<file path="config.mk">
export PLATFORM = sky130hd
export DESIGN_NAME = lar_device_end_flat
export DESIGN_NICKNAME = d
export VERILOG_FILES = /design/src/design/lar_pkg.sv /design/src/design/lar_if.sv /design/src/design/lar_device_end.sv /design/src/flat_wrapper.sv
export SDC_FILE = /design/constraint.sdc
export NUM_CORES = 1
export LEC_CHECK = 0
export BUFFER_PORTS_ARGS = -buffer_cell sky130_fd_sc_hd__buf_2
export CORE_AREA = 2 2 67 69
export CTS_CLUSTER_SIZE = 12
export DETAILED_ROUTE_END_ITERATION = 6
export DIE_AREA = 0 0 69 71
export PLACE_DENSITY = 0.9
export RECOVER_POWER = 25
export REMOVE_ABC_BUFFERS = 1
export SYNTH_ARGS = -nofsm -noshare
export SYNTH_HDL_FRONTEND = slang
export SYNTH_SLANG_ARGS = --single-unit
</file>
<file path="constraint.sdc">
create_clock -name clk -period 4.5 [get_ports clk]
set_input_delay 0.45 -clock clk [delete_from_list [all_inputs] [get_ports clk]]
set_output_delay 0.45 -clock clk [all_outputs]
set_load 0.01 [all_outputs]
</file>
<file path="src/design/lar_pkg.sv">
// Purpose: Shared constants for the link alarm and reset access port
// Assumes: One clock domain; control byte assembled once per hyperframe
// Notes: Byte bit positions follow the layer-1 control byte layout
package lar_pkg;

    // Register map, byte addresses on the APB side
    localparam logic [7:0] ADDR_STATUS = 8'h2c;
    localparam logic [7:0] ADDR_TX_CTRL = 8'h30;
    localparam logic [7:0] ADDR_CONFIG = 8'h34;

    // Reset values
    localparam logic [31:0] TX_CTRL_RESET = 32'h0000_0000;
    localparam logic [31:0] CONFIG_RESET = 32'h0000_0000;

    // Control byte bit positions (also used in the tx control register)
    localparam int ZB_RESET = 0;
    localparam int ZB_RAI = 1;
    localparam int ZB_SDI = 2;
    localparam int ZB_LOS = 3;
    localparam int ZB_LOF = 4;
    localparam int ZBYTE_W = 8;

    // Status register fields
    localparam int ST_LOCAL_LOF = 0;
    localparam int ST_LOCAL_LOS = 1;
    localparam int ST_REMOTE_LOF = 2;
    localparam int ST_REMOTE_LOS = 3;
    localparam int ST_RAI_DETECTED = 4;
    localparam int ST_SDI_FORWARD = 5;
    localparam int ST_RESET_FORWARD = 6;
    localparam int ST_LOCAL_RAI = 7;

    // Configuration register fields
    localparam int CFG_RX_LOS_EN = 0;
    localparam int CFG_MASTER = 1;

    // Line code violation: more than this many bit errors per hyperframe
    localparam logic [4:0] LCV_ERR_LIMIT = 5'h0f;
    localparam int ERR_CNT_W = 5;

    // Layer-1 synchronisation state, one-hot
    typedef enum logic [3:0] {
        SYNC_STANDBY = 4'h1,
        ACQUIRE_STATE_ONE = 4'h2,
        ACQUIRE_STATE_TWO = 4'h4,
        SYNC_LOCKED = 4'h8
    } lar_sync_t;

endpackage

</file>
<file path="src/design/lar_if.sv">
// Purpose: Alarm and reset access port between link core and application
// Assumes: Both ends on the same core output clock
// Notes: Plain levels only, no handshake
`timescale 1ns/100ps
`default_nettype none
interface lar_if;
    logic near_frame_loss_out;
    logic near_signal_loss_out;
    logic near_alarm_out;
    logic far_frame_loss_out;
    logic far_signal_loss_out;
    logic far_alarm_out;
    logic sap_defect_forward_out;
    logic link_reset_forward_out;
    logic sap_defect_request_in;
    logic link_reset_request_in;

    modport device (
        output near_frame_loss_out, near_signal_loss_out, near_alarm_out,
        output far_frame_loss_out, far_signal_loss_out, far_alarm_out,
        output sap_defect_forward_out, link_reset_forward_out,
        input sap_defect_request_in, link_reset_request_in
    );

    modport app (
        input near_frame_loss_out, near_signal_loss_out, near_alarm_out,
        input far_frame_loss_out, far_signal_loss_out, far_alarm_out,
        input sap_defect_forward_out, link_reset_forward_out,
        output sap_defect_request_in, link_reset_request_in
    );
endinterface // lar_if
`default_nettype wire

</file>
<file path="src/design/lar_device_end.sv">
// Purpose: Link core end of the alarm and reset access port
// Assumes: tx_hf_start and rx_z_valid are one-cycle pulses per hyperframe
// Notes: Status and control reached over APB, zero wait states while ce is high
`timescale 1ns/100ps
`default_nettype none
module lar_device_end
    import lar_pkg::*;
#(
    parameter bit PORT_EN = 1'b1
) (
    // Clock, reset, enable
    input wire logic clk,
    input wire logic srst,
    input wire logic ce,
    // Alarm and reset access port
    lar_if.device link,
    // Link framing side
    input wire logic tx_hf_start,
    output logic [ZBYTE_W-1:0] tx_z_byte,
    input wire logic rx_z_valid,
    input wire logic [ZBYTE_W-1:0] rx_z_byte,
    input wire lar_sync_t sync_fsm_state,
    input wire logic code_err,
    input wire logic xcvr_los_pin,
    // APB slave
    input wire logic psel,
    input wire logic penable,
    input wire logic pwrite,
    input wire logic [7:0] paddr,
    input wire logic [31:0] pwdata,
    output logic [31:0] prdata,
    output logic pready,
    output logic pslverr
);

    logic los_s1_reg;
    logic los_s2_reg;
    logic los_s3_reg;
    logic los_level_reg;
    logic [ERR_CNT_W-1:0] err_cnt_reg;
    logic lcv_reg;
    logic near_lof_reg;
    logic near_los_reg;
    logic near_rai;
    logic sdi_pend_reg;
    logic rst_pend_reg;
    logic sdi_req;
    logic rst_req;
    logic far_lof_reg;
    logic far_los_reg;
    logic far_sdi_reg;
    logic far_rst_reg;
    logic far_rai;
    logic [31:0] tx_ctrl_reg;
    logic [31:0] config_reg;
    logic [31:0] status;
    logic [31:0] rd_next;
    logic addr_ok;
    logic is_master;

    assign sdi_req = PORT_EN & link.sap_defect_request_in;
    assign rst_req = PORT_EN & link.link_reset_request_in;

    assign is_master = config_reg[CFG_MASTER];

    // Pin crosses in through three stages; second and third must agree
    always_ff @(posedge clk) begin
        if (srst) begin
            los_s1_reg <= 1'b0;
            los_s2_reg <= 1'b0;
            los_s3_reg <= 1'b0;
            los_level_reg <= 1'b0;
        end else if (ce) begin
            los_s1_reg <= xcvr_los_pin;
            los_s2_reg <= los_s1_reg;
            los_s3_reg <= los_s2_reg;
            if (los_s2_reg == los_s3_reg) begin
                los_level_reg <= los_s3_reg;
            end
        end
    end

    always_ff @(posedge clk) begin
        if (srst) begin
            err_cnt_reg <= '0;
            lcv_reg <= 1'b0;
        end else if (ce) begin
            if (rx_z_valid) begin
                // Window closes; error arriving this cycle still counts
                lcv_reg <= ((err_cnt_reg + ERR_CNT_W'(code_err))
                            > LCV_ERR_LIMIT);
                err_cnt_reg <= '0;
            end else if (code_err && err_cnt_reg <= LCV_ERR_LIMIT) begin
                // Saturate just above the limit
                err_cnt_reg <= err_cnt_reg + 5'h01;
            end
        end
    end

    // Local indications
    always_ff @(posedge clk) begin
        if (srst) begin
            near_lof_reg <= 1'b0;
            near_los_reg <= 1'b0;
        end else if (ce) begin
            near_lof_reg <= (sync_fsm_state == ACQUIRE_STATE_ONE) ||
                            (sync_fsm_state == ACQUIRE_STATE_TWO);
            near_los_reg <= lcv_reg ||
                            (los_level_reg && config_reg[CFG_RX_LOS_EN]);
        end
    end

    assign near_rai = near_lof_reg | near_los_reg;

    always_ff @(posedge clk) begin
        if (srst) begin
            sdi_pend_reg <= 1'b0;
            rst_pend_reg <= 1'b0;
        end else if (ce) begin
            // A request in the assembly cycle survives into the next one
            sdi_pend_reg <= (sdi_pend_reg & ~tx_hf_start) | sdi_req;
            rst_pend_reg <= (rst_pend_reg & ~tx_hf_start) | rst_req;
        end
    end

    // Outgoing control byte, built once per hyperframe
    always_ff @(posedge clk) begin
        if (srst) begin
            tx_z_byte <= '0;
        end else if (ce && tx_hf_start) begin
            tx_z_byte <= tx_ctrl_reg[ZBYTE_W-1:0];
            if (PORT_EN && near_lof_reg) begin
                tx_z_byte[ZB_LOF] <= 1'b1;
            end
            if (PORT_EN && near_los_reg) begin
                tx_z_byte[ZB_LOS] <= 1'b1;
            end
            if (PORT_EN && near_rai) begin
                tx_z_byte[ZB_RAI] <= 1'b1;
            end
            if (sdi_pend_reg || sdi_req) begin
                tx_z_byte[ZB_SDI] <= 1'b1;
            end
            if (rst_pend_reg || rst_req) begin
                tx_z_byte[ZB_RESET] <= 1'b1;
            end
        end
    end

    always_ff @(posedge clk) begin
        if (srst) begin
            far_lof_reg <= 1'b0;
            far_los_reg <= 1'b0;
            far_sdi_reg <= 1'b0;
            far_rst_reg <= 1'b0;
        end else if (ce && rx_z_valid) begin
            far_lof_reg <= rx_z_byte[ZB_LOF];
            far_los_reg <= rx_z_byte[ZB_LOS];
            // only a master sends defect indication
            far_sdi_reg <= rx_z_byte[ZB_SDI] & ~is_master;
            far_rst_reg <= rx_z_byte[ZB_RESET];
        end
    end

    assign far_rai = far_lof_reg | far_los_reg;

    // all port outputs, near-end and far-end, silent when option off
    assign link.near_frame_loss_out = PORT_EN & near_lof_reg;
    assign link.near_signal_loss_out = PORT_EN & near_los_reg;
    assign link.near_alarm_out = PORT_EN & near_rai;
    assign link.far_frame_loss_out = PORT_EN & far_lof_reg;
    assign link.far_signal_loss_out = PORT_EN & far_los_reg;
    assign link.far_alarm_out = PORT_EN & far_rai;
    assign link.sap_defect_forward_out = PORT_EN & far_sdi_reg;
    assign link.link_reset_forward_out = PORT_EN & far_rst_reg;

    always_comb begin
        status = '0;
        status[ST_LOCAL_LOF] = near_lof_reg;
        status[ST_LOCAL_LOS] = near_los_reg;
        status[ST_REMOTE_LOF] = far_lof_reg;
        status[ST_REMOTE_LOS] = far_los_reg;
        status[ST_RAI_DETECTED] = far_rai;
        status[ST_SDI_FORWARD] = far_sdi_reg;
        status[ST_RESET_FORWARD] = far_rst_reg;
        status[ST_LOCAL_RAI] = near_rai;
    end

    // APB decode
    always_comb begin
        addr_ok = 1'b1;
        rd_next = '0;
        case (paddr)
            ADDR_STATUS: rd_next = status;
            ADDR_TX_CTRL: rd_next = tx_ctrl_reg;
            ADDR_CONFIG: rd_next = config_reg;
            default: addr_ok = 1'b0;
        endcase
    end

    // Stalls while frozen so no write is lost; a read whose setup cycle is frozen returns old prdata
    assign pready = ce;
    assign pslverr = psel & penable & ~addr_ok;

    // Read data fetched during setup, stable through access
    always_ff @(posedge clk) begin
        if (srst) begin
            prdata <= '0;
        end else if (ce && psel && !penable) begin
            prdata <= rd_next;
        end
    end

    // Writes take effect at the access edge; status is read-only
    always_ff @(posedge clk) begin
        if (srst) begin
            tx_ctrl_reg <= TX_CTRL_RESET;
            config_reg <= CONFIG_RESET;
        end else if (ce && psel && penable && pwrite) begin
            if (paddr == ADDR_TX_CTRL) begin
                tx_ctrl_reg <= {24'h000000, 3'h0, pwdata[ZB_LOF:0]};
            end
            if (paddr == ADDR_CONFIG) begin
                config_reg <= {30'h0, pwdata[CFG_MASTER:0]};
            end
        end
    end

endmodule // lar_device_end
`default_nettype wire

</file>
<file path="src/flat_wrapper.sv">
// flat-port wrapper written by rule: the top's interface ports become plain ports
module lar_device_end_flat import lar_pkg::*;
#(
    parameter bit PORT_EN = 1'b1
)
  (clk, srst, ce, tx_hf_start, tx_z_byte, rx_z_valid, rx_z_byte, sync_fsm_state, code_err, xcvr_los_pin, psel, penable, pwrite, paddr, pwdata, prdata, pready, pslverr, link_near_frame_loss_out, link_near_signal_loss_out, link_near_alarm_out, link_far_frame_loss_out, link_far_signal_loss_out, link_far_alarm_out, link_sap_defect_forward_out, link_link_reset_forward_out, link_sap_defect_request_in, link_link_reset_request_in);
  lar_if link_i ();
  input wire logic clk;
  input wire logic srst;
  input wire logic ce;
  input wire logic tx_hf_start;
  output logic [ZBYTE_W-1:0] tx_z_byte;
  input wire logic rx_z_valid;
  input wire logic [ZBYTE_W-1:0] rx_z_byte;
  input wire lar_sync_t sync_fsm_state;
  input wire logic code_err;
  input wire logic xcvr_los_pin;
  input wire logic psel;
  input wire logic penable;
  input wire logic pwrite;
  input wire logic [7:0] paddr;
  input wire logic [31:0] pwdata;
  output logic [31:0] prdata;
  output logic pready;
  output logic pslverr;
  output wire logic [$bits(link_i.near_frame_loss_out)-1:0] link_near_frame_loss_out;
  output wire logic [$bits(link_i.near_signal_loss_out)-1:0] link_near_signal_loss_out;
  output wire logic [$bits(link_i.near_alarm_out)-1:0] link_near_alarm_out;
  output wire logic [$bits(link_i.far_frame_loss_out)-1:0] link_far_frame_loss_out;
  output wire logic [$bits(link_i.far_signal_loss_out)-1:0] link_far_signal_loss_out;
  output wire logic [$bits(link_i.far_alarm_out)-1:0] link_far_alarm_out;
  output wire logic [$bits(link_i.sap_defect_forward_out)-1:0] link_sap_defect_forward_out;
  output wire logic [$bits(link_i.link_reset_forward_out)-1:0] link_link_reset_forward_out;
  input wire logic [$bits(link_i.sap_defect_request_in)-1:0] link_sap_defect_request_in;
  input wire logic [$bits(link_i.link_reset_request_in)-1:0] link_link_reset_request_in;
  assign link_near_frame_loss_out = link_i.near_frame_loss_out;
  assign link_near_signal_loss_out = link_i.near_signal_loss_out;
  assign link_near_alarm_out = link_i.near_alarm_out;
  assign link_far_frame_loss_out = link_i.far_frame_loss_out;
  assign link_far_signal_loss_out = link_i.far_signal_loss_out;
  assign link_far_alarm_out = link_i.far_alarm_out;
  assign link_sap_defect_forward_out = link_i.sap_defect_forward_out;
  assign link_link_reset_forward_out = link_i.link_reset_forward_out;
  assign link_i.sap_defect_request_in = link_sap_defect_request_in;
  assign link_i.link_reset_request_in = link_link_reset_request_in;
  lar_device_end #(.PORT_EN(PORT_EN)) u_core (.clk(clk), .srst(srst), .ce(ce), .link(link_i), .tx_hf_start(tx_hf_start), .tx_z_byte(tx_z_byte), .rx_z_valid(rx_z_valid), .rx_z_byte(rx_z_byte), .sync_fsm_state(sync_fsm_state), .code_err(code_err), .xcvr_los_pin(xcvr_los_pin), .psel(psel), .penable(penable), .pwrite(pwrite), .paddr(paddr), .pwdata(pwdata), .prdata(prdata), .pready(pready), .pslverr(pslverr));
endmodule
</file>
======== Yosys cells after proc, flatten, opt, wreduce, memory -nomap -nowiden ========
Index checks and enable logic that the tools add are counted.
cells by class
  add/subtract/negate cells ............... 2
  bitwise gates (word level) .............. 12
  reduce and logical (&&, ||, !) cells .... 20
  equality and inequality tests ........... 6
  multiplexer cells ....................... 9
  magnitude comparators ................... 2
operators with widths
  kind                                                                   count
  8-bit by 6-bit == test with 1-bit output, second input constant        3
  8-bit one-hot mux with 3 select lines                                  1
  5-bit 2-to-1 mux                                                       2
  2-bit AND reduction                                                    5
  1-bit logical AND                                                      8
  1-bit 2-to-1 mux                                                       6
  5-bit by 1-bit adder with 5-bit output                                 1
  5-bit by 1-bit adder with 5-bit output, second input constant          1
  1-bit bitwise AND                                                      5
  5-bit by 4-bit > comparator with 1-bit output, second input constant   1
  5-bit by 4-bit <= comparator with 1-bit output, second input constant  1
  4-bit by 2-bit == test with 1-bit output, second input constant        1
  4-bit by 3-bit == test with 1-bit output, second input constant        1
  1-bit logical OR                                                       4
  1-bit OR                                                               4
  1-bit inverter                                                         3
  3-bit OR reduction                                                     1
  2-bit nonzero test                                                     1
  1-bit == test                                                          1
  1-bit logical NOT                                                      1
word-level totals
  register bits after elaboration ......... 62
  input bits .............................. 64
  output and inout port bits .............. 50
  logic and storage cells ................. 69

======== Logic depth before layout (Yosys ltp) ========
  depth after elaboration ................. 5
  mapped depth ............................ 7
  mapped depth without buffers ............ 7

======== Worst setup path before layout ========
OpenSTA, ideal clock, no wires.
  path type ............................... input to output
  from .................................... in paddr[7]
  to ...................................... out pslverr
  required time ........................... 4.050 ns
  stages .................................. 4
  slack ................................... 2.630 ns
  data arrival time ....................... 1.420 ns
  buffers on the path ..................... 0
  path through ............................ or4_4 -> or2_0 -> a21oi_1 -> nor2_1
on the way
  cells in the longest elaborated chain, start to end .. 5
RTL lines
  item                                      line                   source
  start, declared                           flat_wrapper.sv:21     input wire logic [7:0] paddr;
  8-bit by 6-bit == test with 1-bit output  lar_device_end.sv:193  case (paddr)
  3-bit OR reduction (no line) (*)          -
  1-bit 2-to-1 mux (*)                      lar_device_end.sv:193
  1-bit inverter (*)                        lar_device_end.sv:203  assign pslverr = psel & penable & ~addr_ok;
  1-bit bitwise AND (*)                     lar_device_end.sv:203
  end, declared                             flat_wrapper.sv:25     output logic pslverr;
Every way passes the cells marked *; elsewhere a longest branch is shown, timed or not.

======== Worst setup path after layout ========
Same ends and word-level chain as after synthesis.

==> results by group <==
Placed design
  • Final GP Congestion: 0.8712
  • PortBufs: 55
  • DP Cell Count: 324
  • Dpl hpwl: 3.087 mm
  • DP Area: 2122 sq um

Floorplan
  • Die Ht: 71 um
  • Initial Util: 0.4577
  • IO Pins: 114
  • Die W: 69 um
  • Core ar.: 4204 sq um
  • Die footprint: 4899 sq um
  • Row cnt: 24

Finish
  • Largest register FFs: 8
  • Biggest register: u_core.prdata
  • Final std cells w/o fill: 332
  • Fill count: 389
  • Final core occ: 0.5292
  • Nets: 347
  • Layout cells sized above 1: 0.2036
  • Finished Cell Area: 2225 sq um
  • Layout area overhead: 15.60%
  • ANT cells: 0

Timing
  • Worst-margin pin slew: 1074 ps
  • Fin crit share: 0.4744
  • Achievable Freq: 0.4684 GHz
  • Skew final: 5.056 ps
  • Worst slew margin: 0.2839
  • Setup TNS: 0 ps
  • Final setup viols: 0
  • Period minus WS final: 2135 ps
  • Hold Vio Cnt, Final: 0
  • Slew Limit Fails: 0
  • RSZ-0062 raised after global routing: false
  • Hold Slack: 396.1 ps

Synthesis
  • Register area share after synthesis: 0.3953
  • Post-synth top area cell: dfxtp_1
  • Top-area cell type share of the netlist area: 0.3953
  • Most common cell in the netlist: dfxtp_1
  • Post-synth top cells: dfxtp_1 (38), buf_4 (28), nor2_1 (27), nand2_1 (17)
  • Cell variety after synth: 41
  • Area contributors post-synth: dfxtp_1 (40%), buf_4 (11%), mux2i_1 (6.2%)
  • Yosys Warn Count: 0
  • Post-synth top flop: dfxtp_1
  • Async set or reset register ratio after synthesis: 0
  • Mapped Area: 1924 sq um
  • Synth Instances: 227
  • Number of synthesized flops with an enable pin: 0
  • Avg Synthesized Cell Area: 8.477 sq um
  • Seq cells post-synth: 38

Power
  • VDD IR max: 188.3 uV
  • Static leakage: 0.9613 nW
  • P per Cell Area: 324.1 nW/um^2

Global route
  • Vias in the first global route: 1,556
  • Overflow after GRT: 0
  • First-pass GRT wire length: 6.913 mm
  • GRT Util Overall: 0.1715
  • Initial antenna violation count: 0
  • Largest net degree at the start of global routing: 39

CTS
  • Postcts setup bufs: 0
  • Root Driver: clkbuf_8
  • Post-cts sizing count: 0
  • CTS tree: built
  • Deepest clock path buffer count: 2
  • CTS clock-pin slew for the worst setup and hold paths: 70 ps
  • CTS sink cnt: 38
  • Cts-stage hold buffer count: 0
  • H-tree level count: 2
  • Clk_lat worst skew: 290 ps
  • CTS Buf Count: 5

Route
  • Routed vias: 1,671
  • Drt first-iter violations: 68
  • Vias per std cell: 5.033
  • DR pass1 iterations: 4
  • Antenna Nets Post-Route: 0
  • Drt drc: 0
  • DRT Wirelength: 4.094 mm
  • DR WL/cell: 12.33 um

Worst setup path
  • Critical path arrival: 1680 ps
  • Nature of the critical path endpoint: output pin
  • CP Launch Type: input port
  • WP data required: 4050 ps
  • CP max FO: 4
  • Crit Path Class: in2out

Outcome
  • Status: finished, final reports clean

Min path
  • Hold crit path type: in2reg

Run
  • Max cap viols: 0
-- worst paths after layout --
kind / endpoint / slack (ps) / cells after the start / from
worst max-delay path: pslverr / 2370 / 6 / paddr[7]
worst max register to register: u_core.err_cnt_reg[1] / 2670 / 7 / u_core.err_cnt_reg[0]
worst min register to register: u_core.prdata[1] / 450 / 2 / u_core.prdata[1]
worst min-delay path: u_core.los_s1_reg / 400 / 3 / xcvr_los_pin
-- worst max-delay path, stage by stage --
cell and delay (ps):
buf_2 100, or4_4 560, or2_0 240, a21oi_1 140, nor2_1 60, buf_2 130
-- placed cells by master (no fill, tap or decap), types with 2 or more instances in the layout --
cell type and n:
buf_2 46, dfxtp_1 38, nor2_1 27, conb_1 27
nand2_1 17, a21oi_1 12, mux2i_1 12, nor3_1 9
clkbuf_1 9, nand2b_1 8, o21ai_1 7, a22oi_1 7
inv_1 5, nor4_1 5, nand3_1 5, clkbuf_8 5
ha_1 4, nand3b_1 3, o21ai_0 3, a2111o_1 2
nor2b_1 2, nand4_1 2, a211oi_1 2, xnor2_1 2
a21o_1 2, a31oi_1 2, clkinvlp_4 2
-- routing by layer --
layer  track usage  wire [um]
met1        0.2057       1782
met2        0.2970       2004
met3       0.04843        260
met4       0.05664         47
met5             0          0
-- stage by stage --
stage,total power [mW],setup WS (ps)
6_report,0.7209,2365
5_1_grt,0.7502,2175
4_1_cts,0.7261,2372
3_5_place_dp,0.4386,2376
3_3_place_gp,0.4368,2373
2_1_floorplan,0.3986,2630
-- logic make-up after synthesis --
kind of cell | after synthesis | synth area share
compound gates | 41 | 0.1352
xor+xnor | 2 | 0.009104
fa+ha+maj | 4 | 0.02601
buf+inv | 41 | 0.1346
flops | 38 | 0.3953
mux | 12 | 0.06242
other cells | 1 | 0.001949
simple gates | 88 | 0.2354
-- cell type report --
type,count,area (sq um),share of cell area
repair buffers,55,264.0,0.1187
clock inverters,3,45.04,0.02025
clock buffers,5,68.82,0.03093
flip-flops and latches,38,760.7,0.3420
multi-input cells,174,1002,0.4505
inverters,5,18.77,0.008436
well taps,52,65.06,0.02925
-- report_power, final --
| group | switching [mW] | internal (mW) |
|---|---|---|
| registers | 0.00597 | 0.344 |
| clock network | 0.125 | 0.165 |
| logic | 0.0509 | 0.0296 |
| total | 0.182 | 0.539 |
Power figures use the tool's default switching activity.
